<file path="config.mk">
export PLATFORM = sky130hd
export DESIGN_NAME = adc_regs_top
export DESIGN_NICKNAME = d
export VERILOG_FILES = /design/src/design/adc_regs_pkg.sv /design/src/design/result_shaper.sv /design/src/design/conv_clock_gen.sv /design/src/design/adc_regs_top.sv
export VERILOG_INCLUDE_DIRS = /design/src /design/src/design
export SDC_FILE = /design/constraint.sdc
export NUM_CORES = 1
export LEC_CHECK = 0
export ABC_AREA = 1
export BUFFER_PORTS_ARGS = -buffer_cell sky130_fd_sc_hd__buf_2
export CAP_MARGIN = 20
export CORE_MARGIN = 1.5
export CORE_UTILIZATION = 50
export CTS_CLUSTER_DIAMETER = 100
export DETAILED_ROUTE_END_ITERATION = 16
export PLACE_DENSITY = 0.78
export SLEW_MARGIN = 20
export SYNTH_ARGS = -nofsm -noshare
export SYNTH_HDL_FRONTEND = slang
export SYNTH_SLANG_ARGS = --single-unit
export TNS_END_PERCENT = 20
</file>
<file path="constraint.sdc">
create_clock -name sys_clk_i -period 4.7 [get_ports sys_clk_i]
set_input_delay 0 -clock sys_clk_i [delete_from_list [all_inputs] [get_ports sys_clk_i]]
set_output_delay 0 -clock sys_clk_i [all_outputs]
set_load 0.02 [all_outputs]
</file>
<file path="src/design/adc_regs_cfg.svh">
`ifndef ADC_REGS_CFG_SVH
`define ADC_REGS_CFG_SVH

// byte addresses of the register words on the bus
`define ADR_STATUS_CTRL  5'h00
`define ADR_RESULT_HIGH  5'h04
`define ADR_RESULT_LOW   5'h08
`define ADR_CMP_HIGH     5'h0c
`define ADR_CMP_LOW      5'h10
`define ADR_CONV_CONFIG  5'h14
`define ADR_PIN_SELECT   5'h18

// status and control field positions
`define SC_FLAG_BIT      7
`define SC_IRQ_EN_BIT    6
`define SC_CMP_EN_BIT    5
`define SC_CMP_GE_BIT    4

// conversion configuration field positions
`define CFG_LOW_PWR_BIT  7
`define CFG_DIV_MSB      6
`define CFG_DIV_LSB      5
`define CFG_LONG_SMP_BIT 4
`define CFG_MODE_MSB     3
`define CFG_MODE_LSB     2
`define CFG_CLK_MSB      1
`define CFG_CLK_LSB      0

// encodings and reset values
`define MODE_TEN_BIT     2'h2
`define RST_CONFIG       8'h00
`define RST_CMP          8'h00
`define RST_PINS         8'h00
`define RST_RESULT       8'h00
`define RES_MAX_TEN      10'h3ff
`define RES_MAX_EIGHT    8'hff

`endif

</file>
<file path="src/design/adc_regs_pkg.sv">
`default_nettype none

package adc_regs_pkg;

  // bus handshake phases
  typedef enum logic {
    BUS_IDLE = 1'b0,
    BUS_ACK  = 1'b1
  } bus_state_t;

  // divider input clock source
  typedef enum logic [1:0] {
    CLK_BUS      = 2'h0,
    CLK_BUS_HALF = 2'h1,
    CLK_ALT      = 2'h2,
    CLK_ASYNC    = 2'h3
  } clk_src_t;

  typedef struct packed {
    bus_state_t bus_st;
    logic       ack;
    logic [7:0] rdata;
    logic [1:0] res_hi;
    logic [7:0] res_lo;
    logic [1:0] cmp_hi;
    logic [7:0] cmp_lo;
    logic [7:0] cfg;
    logic [7:0] pins;
    logic       irq_en;
    logic       cmp_en;
    logic       cmp_ge;
    logic       flag;
    logic       lock;
    logic       irq;
    logic       ten_mode;
  } regs_state_t;

  typedef struct packed {
    logic       half;
    logic [2:0] cnt;
    logic       en;
  } clkgen_state_t;

endpackage

`default_nettype wire

</file>
<file path="src/design/result_shaper.sv">
`timescale 1ns/100ps
`default_nettype none
`include "adc_regs_cfg.svh"

// rounds the raw converter word and evaluates the compare condition
module result_shaper (
  input  wire logic [10:0] raw_i,
  input  wire logic        ten_bit_i,
  input  wire logic [1:0]  cmp_hi_i,
  input  wire logic [7:0]  cmp_lo_i,
  input  wire logic        cmp_ge_i,
  output logic      [9:0]  res_o,
  output logic             cmp_true_o
);
  import adc_regs_pkg::*;

  logic [10:0] sum_ten;
  logic [8:0]  sum_eight;
  logic [9:0]  cmp_val;

  // round half up, saturating so an all-ones raw word cannot wrap to zero
  always_comb begin
    sum_ten   = {1'b0, raw_i[10:1]} + {10'h000, raw_i[0]};
    sum_eight = {1'b0, raw_i[8:1]} + {8'h00, raw_i[0]};
    if (ten_bit_i) begin
      res_o = sum_ten[10] ? `RES_MAX_TEN : sum_ten[9:0];
    end else begin
      res_o = {2'h0, sum_eight[8] ? `RES_MAX_EIGHT : sum_eight[7:0]};
    end
    // upper compare bits only take part in ten-bit mode
    cmp_val = ten_bit_i ? {cmp_hi_i, cmp_lo_i} : {2'h0, cmp_lo_i};
    cmp_true_o = cmp_ge_i ? (res_o >= cmp_val) : (res_o < cmp_val);
  end

endmodule
`default_nettype wire

</file>
<file path="src/design/conv_clock_gen.sv">
`timescale 1ns/100ps
`default_nettype none
`include "adc_regs_cfg.svh"

// converter clock as a one-cycle enable: source select, then divide
module conv_clock_gen (
  input  wire logic                  sys_clk_i,
  input  wire logic                  rst_i,
  input  wire adc_regs_pkg::clk_src_t src_i,
  input  wire logic [1:0]            div_i,
  input  wire logic                  alt_en_i,
  input  wire logic                  async_en_i,
  output logic                       clk_en_o
);
  import adc_regs_pkg::*;

  clkgen_state_t s_q;
  clkgen_state_t s_d;
  logic          tick;
  logic [2:0]    last;

  // pick the source pulse and count it down by 1, 2, 4 or 8
  always_comb begin
    s_d = s_q;
    s_d.half = ~s_q.half;
    case (src_i)
      CLK_BUS:      tick = 1'b1;
      CLK_BUS_HALF: tick = s_q.half;
      CLK_ALT:      tick = alt_en_i;
      CLK_ASYNC:    tick = async_en_i;
      default:      tick = 1'b0;
    endcase
    case (div_i)
      2'h0:    last = 3'h0;
      2'h1:    last = 3'h1;
      2'h2:    last = 3'h3;
      default: last = 3'h7;
    endcase
    s_d.en = 1'b0;
    if (tick) begin
      // a shrinking divide ratio restarts cleanly instead of wrapping
      if (s_q.cnt >= last) begin
        s_d.cnt = 3'h0;
        s_d.en  = 1'b1;
      end else begin
        s_d.cnt = s_q.cnt + 3'h1;
      end
    end
  end

  always_ff @(posedge sys_clk_i or posedge rst_i) begin
    if (rst_i) begin
      s_q <= '0;
    end else begin
      s_q <= s_d;
    end
  end

  assign clk_en_o = s_q.en;

endmodule
`default_nettype wire

</file>
<file path="src/design/adc_regs_top.sv">
// How it works
// - result high shows top two bits; zero in eight-bit
// - completion loads result unless compare fails
// - ten-bit high read locks until low read
// - completions while locked are dropped
// - eight-bit mode has no read lock
// - result low holds low eight bits
// - ten-bit compare uses compare high bits
// - eight-bit compare ignores compare high
// - compare low meets low eight result bits
// - config bit 7 picks low power
// - config bits 6:5 divide by 1,2,4,8
// - config bit 4 picks long sample
// - config bits 3:2 pick conversion width
// - config bits 1:0 pick divider input clock
// - pin select bit n frees channel n pin
// - compare: below, or greater-or-equal when set
// - status bit 5 enables automatic compare
// - loaded result sets flag, interrupt if enabled
// - round to ten bits, or eight into low
`timescale 1ns/100ps
`default_nettype none
`include "adc_regs_cfg.svh"

module adc_regs_top (
  input  wire logic                   sys_clk_i,
  input  wire logic                   rst_i,
  input  wire logic                   wb_cyc_i,
  input  wire logic                   wb_stb_i,
  input  wire logic                   wb_we_i,
  input  wire logic [4:0]             wb_adr_i,
  input  wire logic [3:0]             wb_sel_i,
  input  wire logic [31:0]            wb_dat_i,
  output logic      [31:0]            wb_dat_o,
  output logic                        wb_ack_o,
  input  wire logic                   conv_done_i,
  input  wire logic [10:0]            conv_raw_i,
  input  wire logic                   alt_clk_en_i,
  input  wire logic                   async_clk_en_i,
  output logic                        converter_clock_en_o,
  output var adc_regs_pkg::clk_src_t  input_clock_select_o,
  output logic                        low_power_select_o,
  output logic                        long_sample_select_o,
  output logic                        ten_bit_mode_o,
  output logic      [7:0]             pin_disable_o,
  output logic                        complete_irq_o
);
  import adc_regs_pkg::*;

  regs_state_t s_q;
  regs_state_t s_d;
  logic [9:0]  shaped;
  logic        cmp_true;
  logic        ten;
  logic        acc;
  logic        wr;
  logic        rd_hi;
  logic        rd_lo;
  logic        load;
  logic [4:0]  adr;

  // only the encoding 10 selects ten bits; reserved codes behave as eight-bit
  assign ten = (s_q.cfg[`CFG_MODE_MSB:`CFG_MODE_LSB] == `MODE_TEN_BIT);

  // a request is taken once, in the idle phase; ack follows at the next edge
  assign adr   = {wb_adr_i[4:2], 2'h0};
  assign acc   = wb_cyc_i & wb_stb_i & (s_q.bus_st == BUS_IDLE);
  assign wr    = acc & wb_we_i & wb_sel_i[0];
  assign rd_hi = acc & ~wb_we_i & (adr == `ADR_RESULT_HIGH);
  assign rd_lo = acc & ~wb_we_i & (adr == `ADR_RESULT_LOW);

  // a high read in the same cycle as a completion takes the lock first so the
  // two halves software reads always belong to one conversion
  assign load = conv_done_i & ~s_q.lock & ~(rd_hi & ten)
              & (~s_q.cmp_en | cmp_true);

  result_shaper u_shaper (
    .raw_i      (conv_raw_i),
    .ten_bit_i  (ten),
    .cmp_hi_i   (s_q.cmp_hi),
    .cmp_lo_i   (s_q.cmp_lo),
    .cmp_ge_i   (s_q.cmp_ge),
    .res_o      (shaped),
    .cmp_true_o (cmp_true)
  );

  conv_clock_gen u_clkgen (
    .sys_clk_i  (sys_clk_i),
    .rst_i      (rst_i),
    .src_i      (clk_src_t'(s_q.cfg[`CFG_CLK_MSB:`CFG_CLK_LSB])),
    .div_i      (s_q.cfg[`CFG_DIV_MSB:`CFG_DIV_LSB]),
    .alt_en_i   (alt_clk_en_i),
    .async_en_i (async_clk_en_i),
    .clk_en_o   (converter_clock_en_o)
  );

  // next state of bus handshake, registers, lock and flag
  always_comb begin
    logic [7:0] rmux;
    rmux = 8'h00;
    s_d = s_q;
    s_d.ack = 1'b0;

    // read mux; unmapped words read as zero
    case (adr)
      `ADR_STATUS_CTRL: rmux = {s_q.flag, s_q.irq_en, s_q.cmp_en, s_q.cmp_ge, 4'h0};
      `ADR_RESULT_HIGH: rmux = {6'h00, ten ? s_q.res_hi : 2'h0};
      `ADR_RESULT_LOW:  rmux = s_q.res_lo;
      `ADR_CMP_HIGH:    rmux = {6'h00, s_q.cmp_hi};
      `ADR_CMP_LOW:     rmux = s_q.cmp_lo;
      `ADR_CONV_CONFIG: rmux = s_q.cfg;
      `ADR_PIN_SELECT:  rmux = s_q.pins;
      default:          rmux = 8'h00;
    endcase

    case (s_q.bus_st)
      BUS_IDLE: begin
        if (acc) begin
          s_d.bus_st = BUS_ACK;
          s_d.ack    = 1'b1;
          s_d.rdata  = wb_we_i ? 8'h00 : rmux;
        end
      end
      BUS_ACK: begin
        s_d.bus_st = BUS_IDLE;
      end
      default: begin
        s_d.bus_st = BUS_IDLE;
      end
    endcase

    // register writes; result words have no write path
    if (wr) begin
      case (adr)
        `ADR_STATUS_CTRL: begin
          s_d.irq_en = wb_dat_i[`SC_IRQ_EN_BIT];
          s_d.cmp_en = wb_dat_i[`SC_CMP_EN_BIT];
          s_d.cmp_ge = wb_dat_i[`SC_CMP_GE_BIT];
        end
        `ADR_CMP_HIGH:    s_d.cmp_hi = wb_dat_i[1:0];
        `ADR_CMP_LOW:     s_d.cmp_lo = wb_dat_i[7:0];
        `ADR_CONV_CONFIG: s_d.cfg    = wb_dat_i[7:0];
        `ADR_PIN_SELECT:  s_d.pins   = wb_dat_i[7:0];
        default: begin
        end
      endcase
    end
    // width flag kept in its own flop so the output pin has no gate after it
    s_d.ten_mode = (s_d.cfg[`CFG_MODE_MSB:`CFG_MODE_LSB] == `MODE_TEN_BIT);

    // lock: set by a ten-bit high read, released by a low read
    if (!ten) begin
      s_d.lock = 1'b0;
    end else if (rd_hi) begin
      s_d.lock = 1'b1;
    end else if (rd_lo) begin
      s_d.lock = 1'b0;
    end

    // flag clears on a low read or a status write; a load in the same cycle wins
    if (rd_lo || (wr && adr == `ADR_STATUS_CTRL)) begin
      s_d.flag = 1'b0;
    end
    if (load) begin
      s_d.res_hi = ten ? shaped[9:8] : 2'h0;
      s_d.res_lo = shaped[7:0];
      s_d.flag   = 1'b1;
    end
    s_d.irq = s_d.flag & s_d.irq_en;
  end

  always_ff @(posedge sys_clk_i or posedge rst_i) begin
    if (rst_i) begin
      s_q        <= '0;
      s_q.bus_st <= BUS_IDLE;
      s_q.cfg    <= `RST_CONFIG;
      s_q.cmp_lo <= `RST_CMP;
      s_q.pins   <= `RST_PINS;
      s_q.res_lo <= `RST_RESULT;
    end else begin
      s_q <= s_d;
    end
  end

  // every output but the converter clock enable is a slice of the state register
  assign wb_dat_o             = {24'h000000, s_q.rdata};
  assign wb_ack_o             = s_q.ack;
  assign input_clock_select_o = clk_src_t'(s_q.cfg[`CFG_CLK_MSB:`CFG_CLK_LSB]);
  assign low_power_select_o   = s_q.cfg[`CFG_LOW_PWR_BIT];
  assign long_sample_select_o = s_q.cfg[`CFG_LONG_SMP_BIT];
  assign ten_bit_mode_o       = s_q.ten_mode;
  assign pin_disable_o        = s_q.pins;
  assign complete_irq_o       = s_q.irq;
endmodule
`default_nettype wire

</file>
==> metrics.txt <==
# TYPE chip_impl_metric gauge
chip_impl_metric{name="clk-insertion-delay-late",unit="ns"} 0.34
chip_impl_metric{name="synth_area_per_cell",unit="µm²"} 7.880
chip_impl_info{name="critPathLaunchType",value="register"} 1
chip_impl_metric{name="post_drt_wl_per_cell",unit="µm"} 12.76
chip_impl_info{name="worst_r2r_endpoint",value="s_q[40]"} 1
chip_impl_info{name="clock_tree_from_tritoncts",value="yes"} 1
chip_impl_metric{name="grt_overflow",unit=""} 0
chip_impl_metric{name="report.power.total",unit="W"} 0.001386
chip_impl_info{name="criticalPathCategory",value="reg -> reg"} 1
chip_impl_info{name="root_buffer",value="clkbuf_8"} 1
chip_impl_metric{name="worst-r2r-cell-count",unit=""} 17
chip_impl_metric{name="die_footprint",unit="mm²"} 0.007378
chip_impl_metric{name="post-route-period-util",unit="%"} 63.84
chip_impl_info{name="synth.top_cells.by_count",value="121 x nand2_1, 57 x dfrtp_1, 50 x inv_1"} 1
chip_impl_metric{name="yosys_warnings",unit=""} 0
chip_impl_metric{name="worst-r2r-setup-slack",unit="ns"} 1.70
chip_impl_metric{name="cts_num_sinks",unit=""} 57
chip_impl_metric{name="finalHoldWorstSlack",unit="ns"} -0.003363
chip_impl_metric{name="vias",unit=""} 2855
chip_impl_metric{name="slew_headroom",unit="%"} 53.47
chip_impl_metric{name="io_pins",unit=""} 108
chip_impl_metric{name="area_growth_syn_to_layout",unit="%"} 11.73
chip_impl_metric{name="ys_async_sr_fraction",unit="%"} 100.0
chip_impl_metric{name="synthesis.area",unit="mm²"} 0.003436
chip_impl_metric{name="critPathRequiredTime",unit="ns"} 4.93
chip_impl_metric{name="row_count",unit=""} 30
chip_impl_metric{name="final.fill_count",unit=""} 632
chip_impl_metric{name="initial_utilization",unit="%"} 51.14
chip_impl_info{name="synth_top_cell_by_area",value="dfrtp_1"} 1
chip_impl_metric{name="cts_inserted_buffers",unit=""} 9
chip_impl_metric{name="hpwlAfterDp",unit="µm"} 5635
chip_impl_metric{name="grt.total_usage",unit="%"} 21.40
chip_impl_metric{name="dpl_cell_area",unit="mm²"} 0.003543
chip_impl_metric{name="maxCapViolations",unit=""} 0
chip_impl_metric{name="fmax",unit="MHz"} 333.3
chip_impl_metric{name="fin_skew",unit="ns"} 0.007613
chip_impl_metric{name="final_hold_viol_count",unit=""} 4
chip_impl_info{name="worst_setup_path_end_kind",value="register"} 1
chip_impl_metric{name="synth_top_area_share",unit="%"} 41.51
chip_impl_metric{name="report.final.slew_viol_count",unit=""} 0
chip_impl_metric{name="util_after_layout",unit="%"} 57.13
chip_impl_metric{name="crit_path_max_fanout",unit=""} 12
chip_impl_metric{name="design_area",unit="mm²"} 0.003839
chip_impl_metric{name="post_route_cells_drive_above_1_share",unit="%"} 19.35
chip_impl_metric{name="num_antenna_cells",unit=""} 0
chip_impl_metric{name="postSynthRegisterBits",unit=""} 57
chip_impl_info{name="rr_startpoint",value="s_q[17]"} 1
chip_impl_info{name="crit_end",value="s_q[40]"} 1
chip_impl_metric{name="final_period_minus_worst_setup_slack",unit="ns"} 3.001
chip_impl_metric{name="p_leak",unit="nW"} 2.057
chip_impl_metric{name="synth.yosys.seq_area_share",unit="%"} 41.51
chip_impl_metric{name="count_of_mapped_cells_out_of_synthesis",unit=""} 436
chip_impl_metric{name="cts-htree-levels",unit=""} 3
chip_impl_metric{name="grt_pass1_wl",unit="µm"} 12040
chip_impl_metric{name="max_slew.worst_pin.slew",unit="ns"} 0.6949
chip_impl_metric{name="finalWeightedCongestion",unit=""} 0.8658
chip_impl_metric{name="antenna_violating_nets_post_route",unit=""} 0
chip_impl_metric{name="worstPathArrival",unit="ns"} 3.23
chip_impl_info{name="status",value="finished, violations left"} 1
chip_impl_metric{name="clock_slew_seen_by_the_registers_of_the_worst_setup_and_hold_paths",unit="ns"} 0.06
chip_impl_metric{name="cellPowerDensity",unit="mW/mm²"} 360.9
chip_impl_info{name="postSynth.topFlopCell",value="dfrtp_1"} 1
chip_impl_metric{name="drt_first_pass_iters",unit=""} 4
chip_impl_metric{name="edff_count_synth",unit=""} 0
chip_impl_metric{name="floorplan.core_area",unit="mm²"} 0.006719
chip_impl_metric{name="ctsLongestPathBuffers",unit=""} 2
chip_impl_info{name="setup_repair_after_global_routing_missed_its_margin",value="false"} 1
chip_impl_metric{name="first_iter_violations",unit=""} 178
chip_impl_metric{name="die_boundary_width",unit="µm"} 85.90
chip_impl_info{name="synth_area_leaders",value="dfrtp_1 42%, nand2_1 13%, buf_4 9.6%, o21ai_0 6.1%, ha_1 5.8%"} 1
chip_impl_metric{name="number_of_vias_per_cell_after_detailed_routing",unit=""} 5.000
chip_impl_info{name="class_of_the_most_critical_hold_timing_path",value="in -> reg"} 1
chip_impl_metric{name="drt-total-wl",unit="µm"} 7284
chip_impl_metric{name="die_y",unit="µm"} 85.90
chip_impl_metric{name="totalNegativeSetupSlack",unit="ns"} 0
chip_impl_metric{name="irDropWorstVdd",unit="µV"} 192.3
chip_impl_info{name="violations_in_the_final_reports",value="hold timing"} 1
chip_impl_metric{name="fin_nets",unit=""} 562
chip_impl_metric{name="drcViolationCount",unit=""} 0
chip_impl_metric{name="setup_viol_count_final",unit=""} 0
chip_impl_metric{name="yosysUniqueCellTypes",unit=""} 37
chip_impl_metric{name="initial_antenna_violation_count",unit=""} 0
chip_impl_info{name="yosysMostFrequentCell",value="nand2_1"} 1
chip_impl_metric{name="pin_count_of_the_biggest_net_entering_global_routing",unit=""} 58
chip_impl_metric{name="port_buffers",unit=""} 54
chip_impl_info{name="startpoint",value="s_q[17]"} 1
chip_impl_metric{name="vias_in_the_first_global_route",unit=""} 2638
==> repair_timing <==
action,CTS,global route
gates resized for setup,0,0
endpoints found under the setup margin,0,0
hold buffers,9,0
hold endpoints to repair,72,0
setup buffers,0,0
==> worst max-delay path: stages (launching register included) <==
cell and delay [ns]:
dfrtp_1 0.40, nor2_1 0.49, inv_1 0.10, nand2_1 0.11
nand2_2 0.07, inv_2 0.10, nand3_1 0.11, ha_1 0.32
nand2_1 0.07, nand2_1 0.05, a21oi_1 0.18, nand4_1 0.12
nand2_1 0.07, inv_1 0.03, nand2_1 0.26, nand2_2 0.24
nand2_1 0.12, nand2_1 0.06
==> report_power, final <==
group | leakage (nW) | internal, W | total [W] | switching (W)
Sequential | 0.732 | 0.000557 | 0.000604 | 0.0000465
Clock | 0.109 | 0.000271 | 0.000462 | 0.000191
Combinational | 1.22 | 0.000112 | 0.000319 | 0.000208
==> layout by cell type, fill, tap and decap left out, drive strengths merged <==
cell         synthesis  final
nor2                18     18
or2                  5      5
xor2                 2      2
nor3b                1      1
a211oi               4      4
nor3                 3      3
inv                 54     54
conb                 1     24
o21ai               48     48
a221oi               3      3
dlygate4sd3          0      9
a31o                 1      1
nand3               31     31
bufinv               0      1
clkinv               1      5
dfrtp               57     57
buf                 48     55
nand2              124    124
nand3b               1      1
o211ai               3      3
a21oi                8      8
a21o                 1      1
xnor2                1      1
o22ai                2      2
ha                  16     16
clkbuf               0     11
nand4                3      3
==> routing by layer <==
metal | wire (µm) | vias to the layer above | GRT usage [%]
met5 | 0 | - | 0
met4 | 174 | 0 | 8.358
met3 | 501 | 17 | 5.582
met2 | 3577 | 92 | 36.58
met1 | 3031 | 1304 | 25.85
li1 | - | 1442 | -
==> sequential cells by signal, summed over array words and instances, names as in the netlist, 2 cells and up <==
signal                count
input_clock_select_o      2
pin_disable_o             8
s_q                      29
u_clkgen.s_q              4
wb_dat_o                  8
==> area by class of cell <==
cell class	instances	area [µm²]	share of cell area [%]
clock buffers	11	151.4	3.944
clock inverters	5	53.80	1.402
flip-flops and latches	57	1426	37.16
repair buffers	64	367.9	9.583
multi-input cells	299	1530	39.86
inverters	55	209.0	5.443
well taps	80	100.1	2.608
==> how the worst min path moves through the flow <==
stage          slack, ns                    to        start  cells after the start
2_1_floorplan       0.16      pin_disable_o[3]  wb_dat_i[3]                      2
3_3_place_gp        0.23     u_clkgen.clk_en_o        rst_i                      3
3_5_place_dp        0.24     u_clkgen.clk_en_o        rst_i                      3
4_1_cts          0.00002  long_sample_select_o  wb_dat_i[4]                      3
5_1_grt             0.04  long_sample_select_o  wb_dat_i[4]                      3
6_report          -0.003      pin_disable_o[4]  wb_dat_i[4]                      3
==> cell families (layout without fill, tap and decap cells) <==
| kind of cell | Yosys count | count (layout) | synth area share (%) |
|---|---|---|---|
| xor+xnor | 3 | 3 | 0.7649 |
| other cells | 1 | 24 | 0.1091 |
| flops | 57 | 57 | 41.51 |
| buf+inv | 103 | 135 | 16.46 |
| simple gates | 186 | 186 | 23.93 |
| compound gates | 70 | 70 | 11.40 |
| fa+ha+maj | 16 | 16 | 5.827 |
==> per-stage QoR <==
stage	cells	setup WS [ns]
after floorplan	459	2.483
after global placement	546	1.787
after detailed placement	546	1.722
after CTS	571	1.712
after global routing	571	1.342
final	571	1.699
Note: power is estimated with default switching activity, not from simulation.
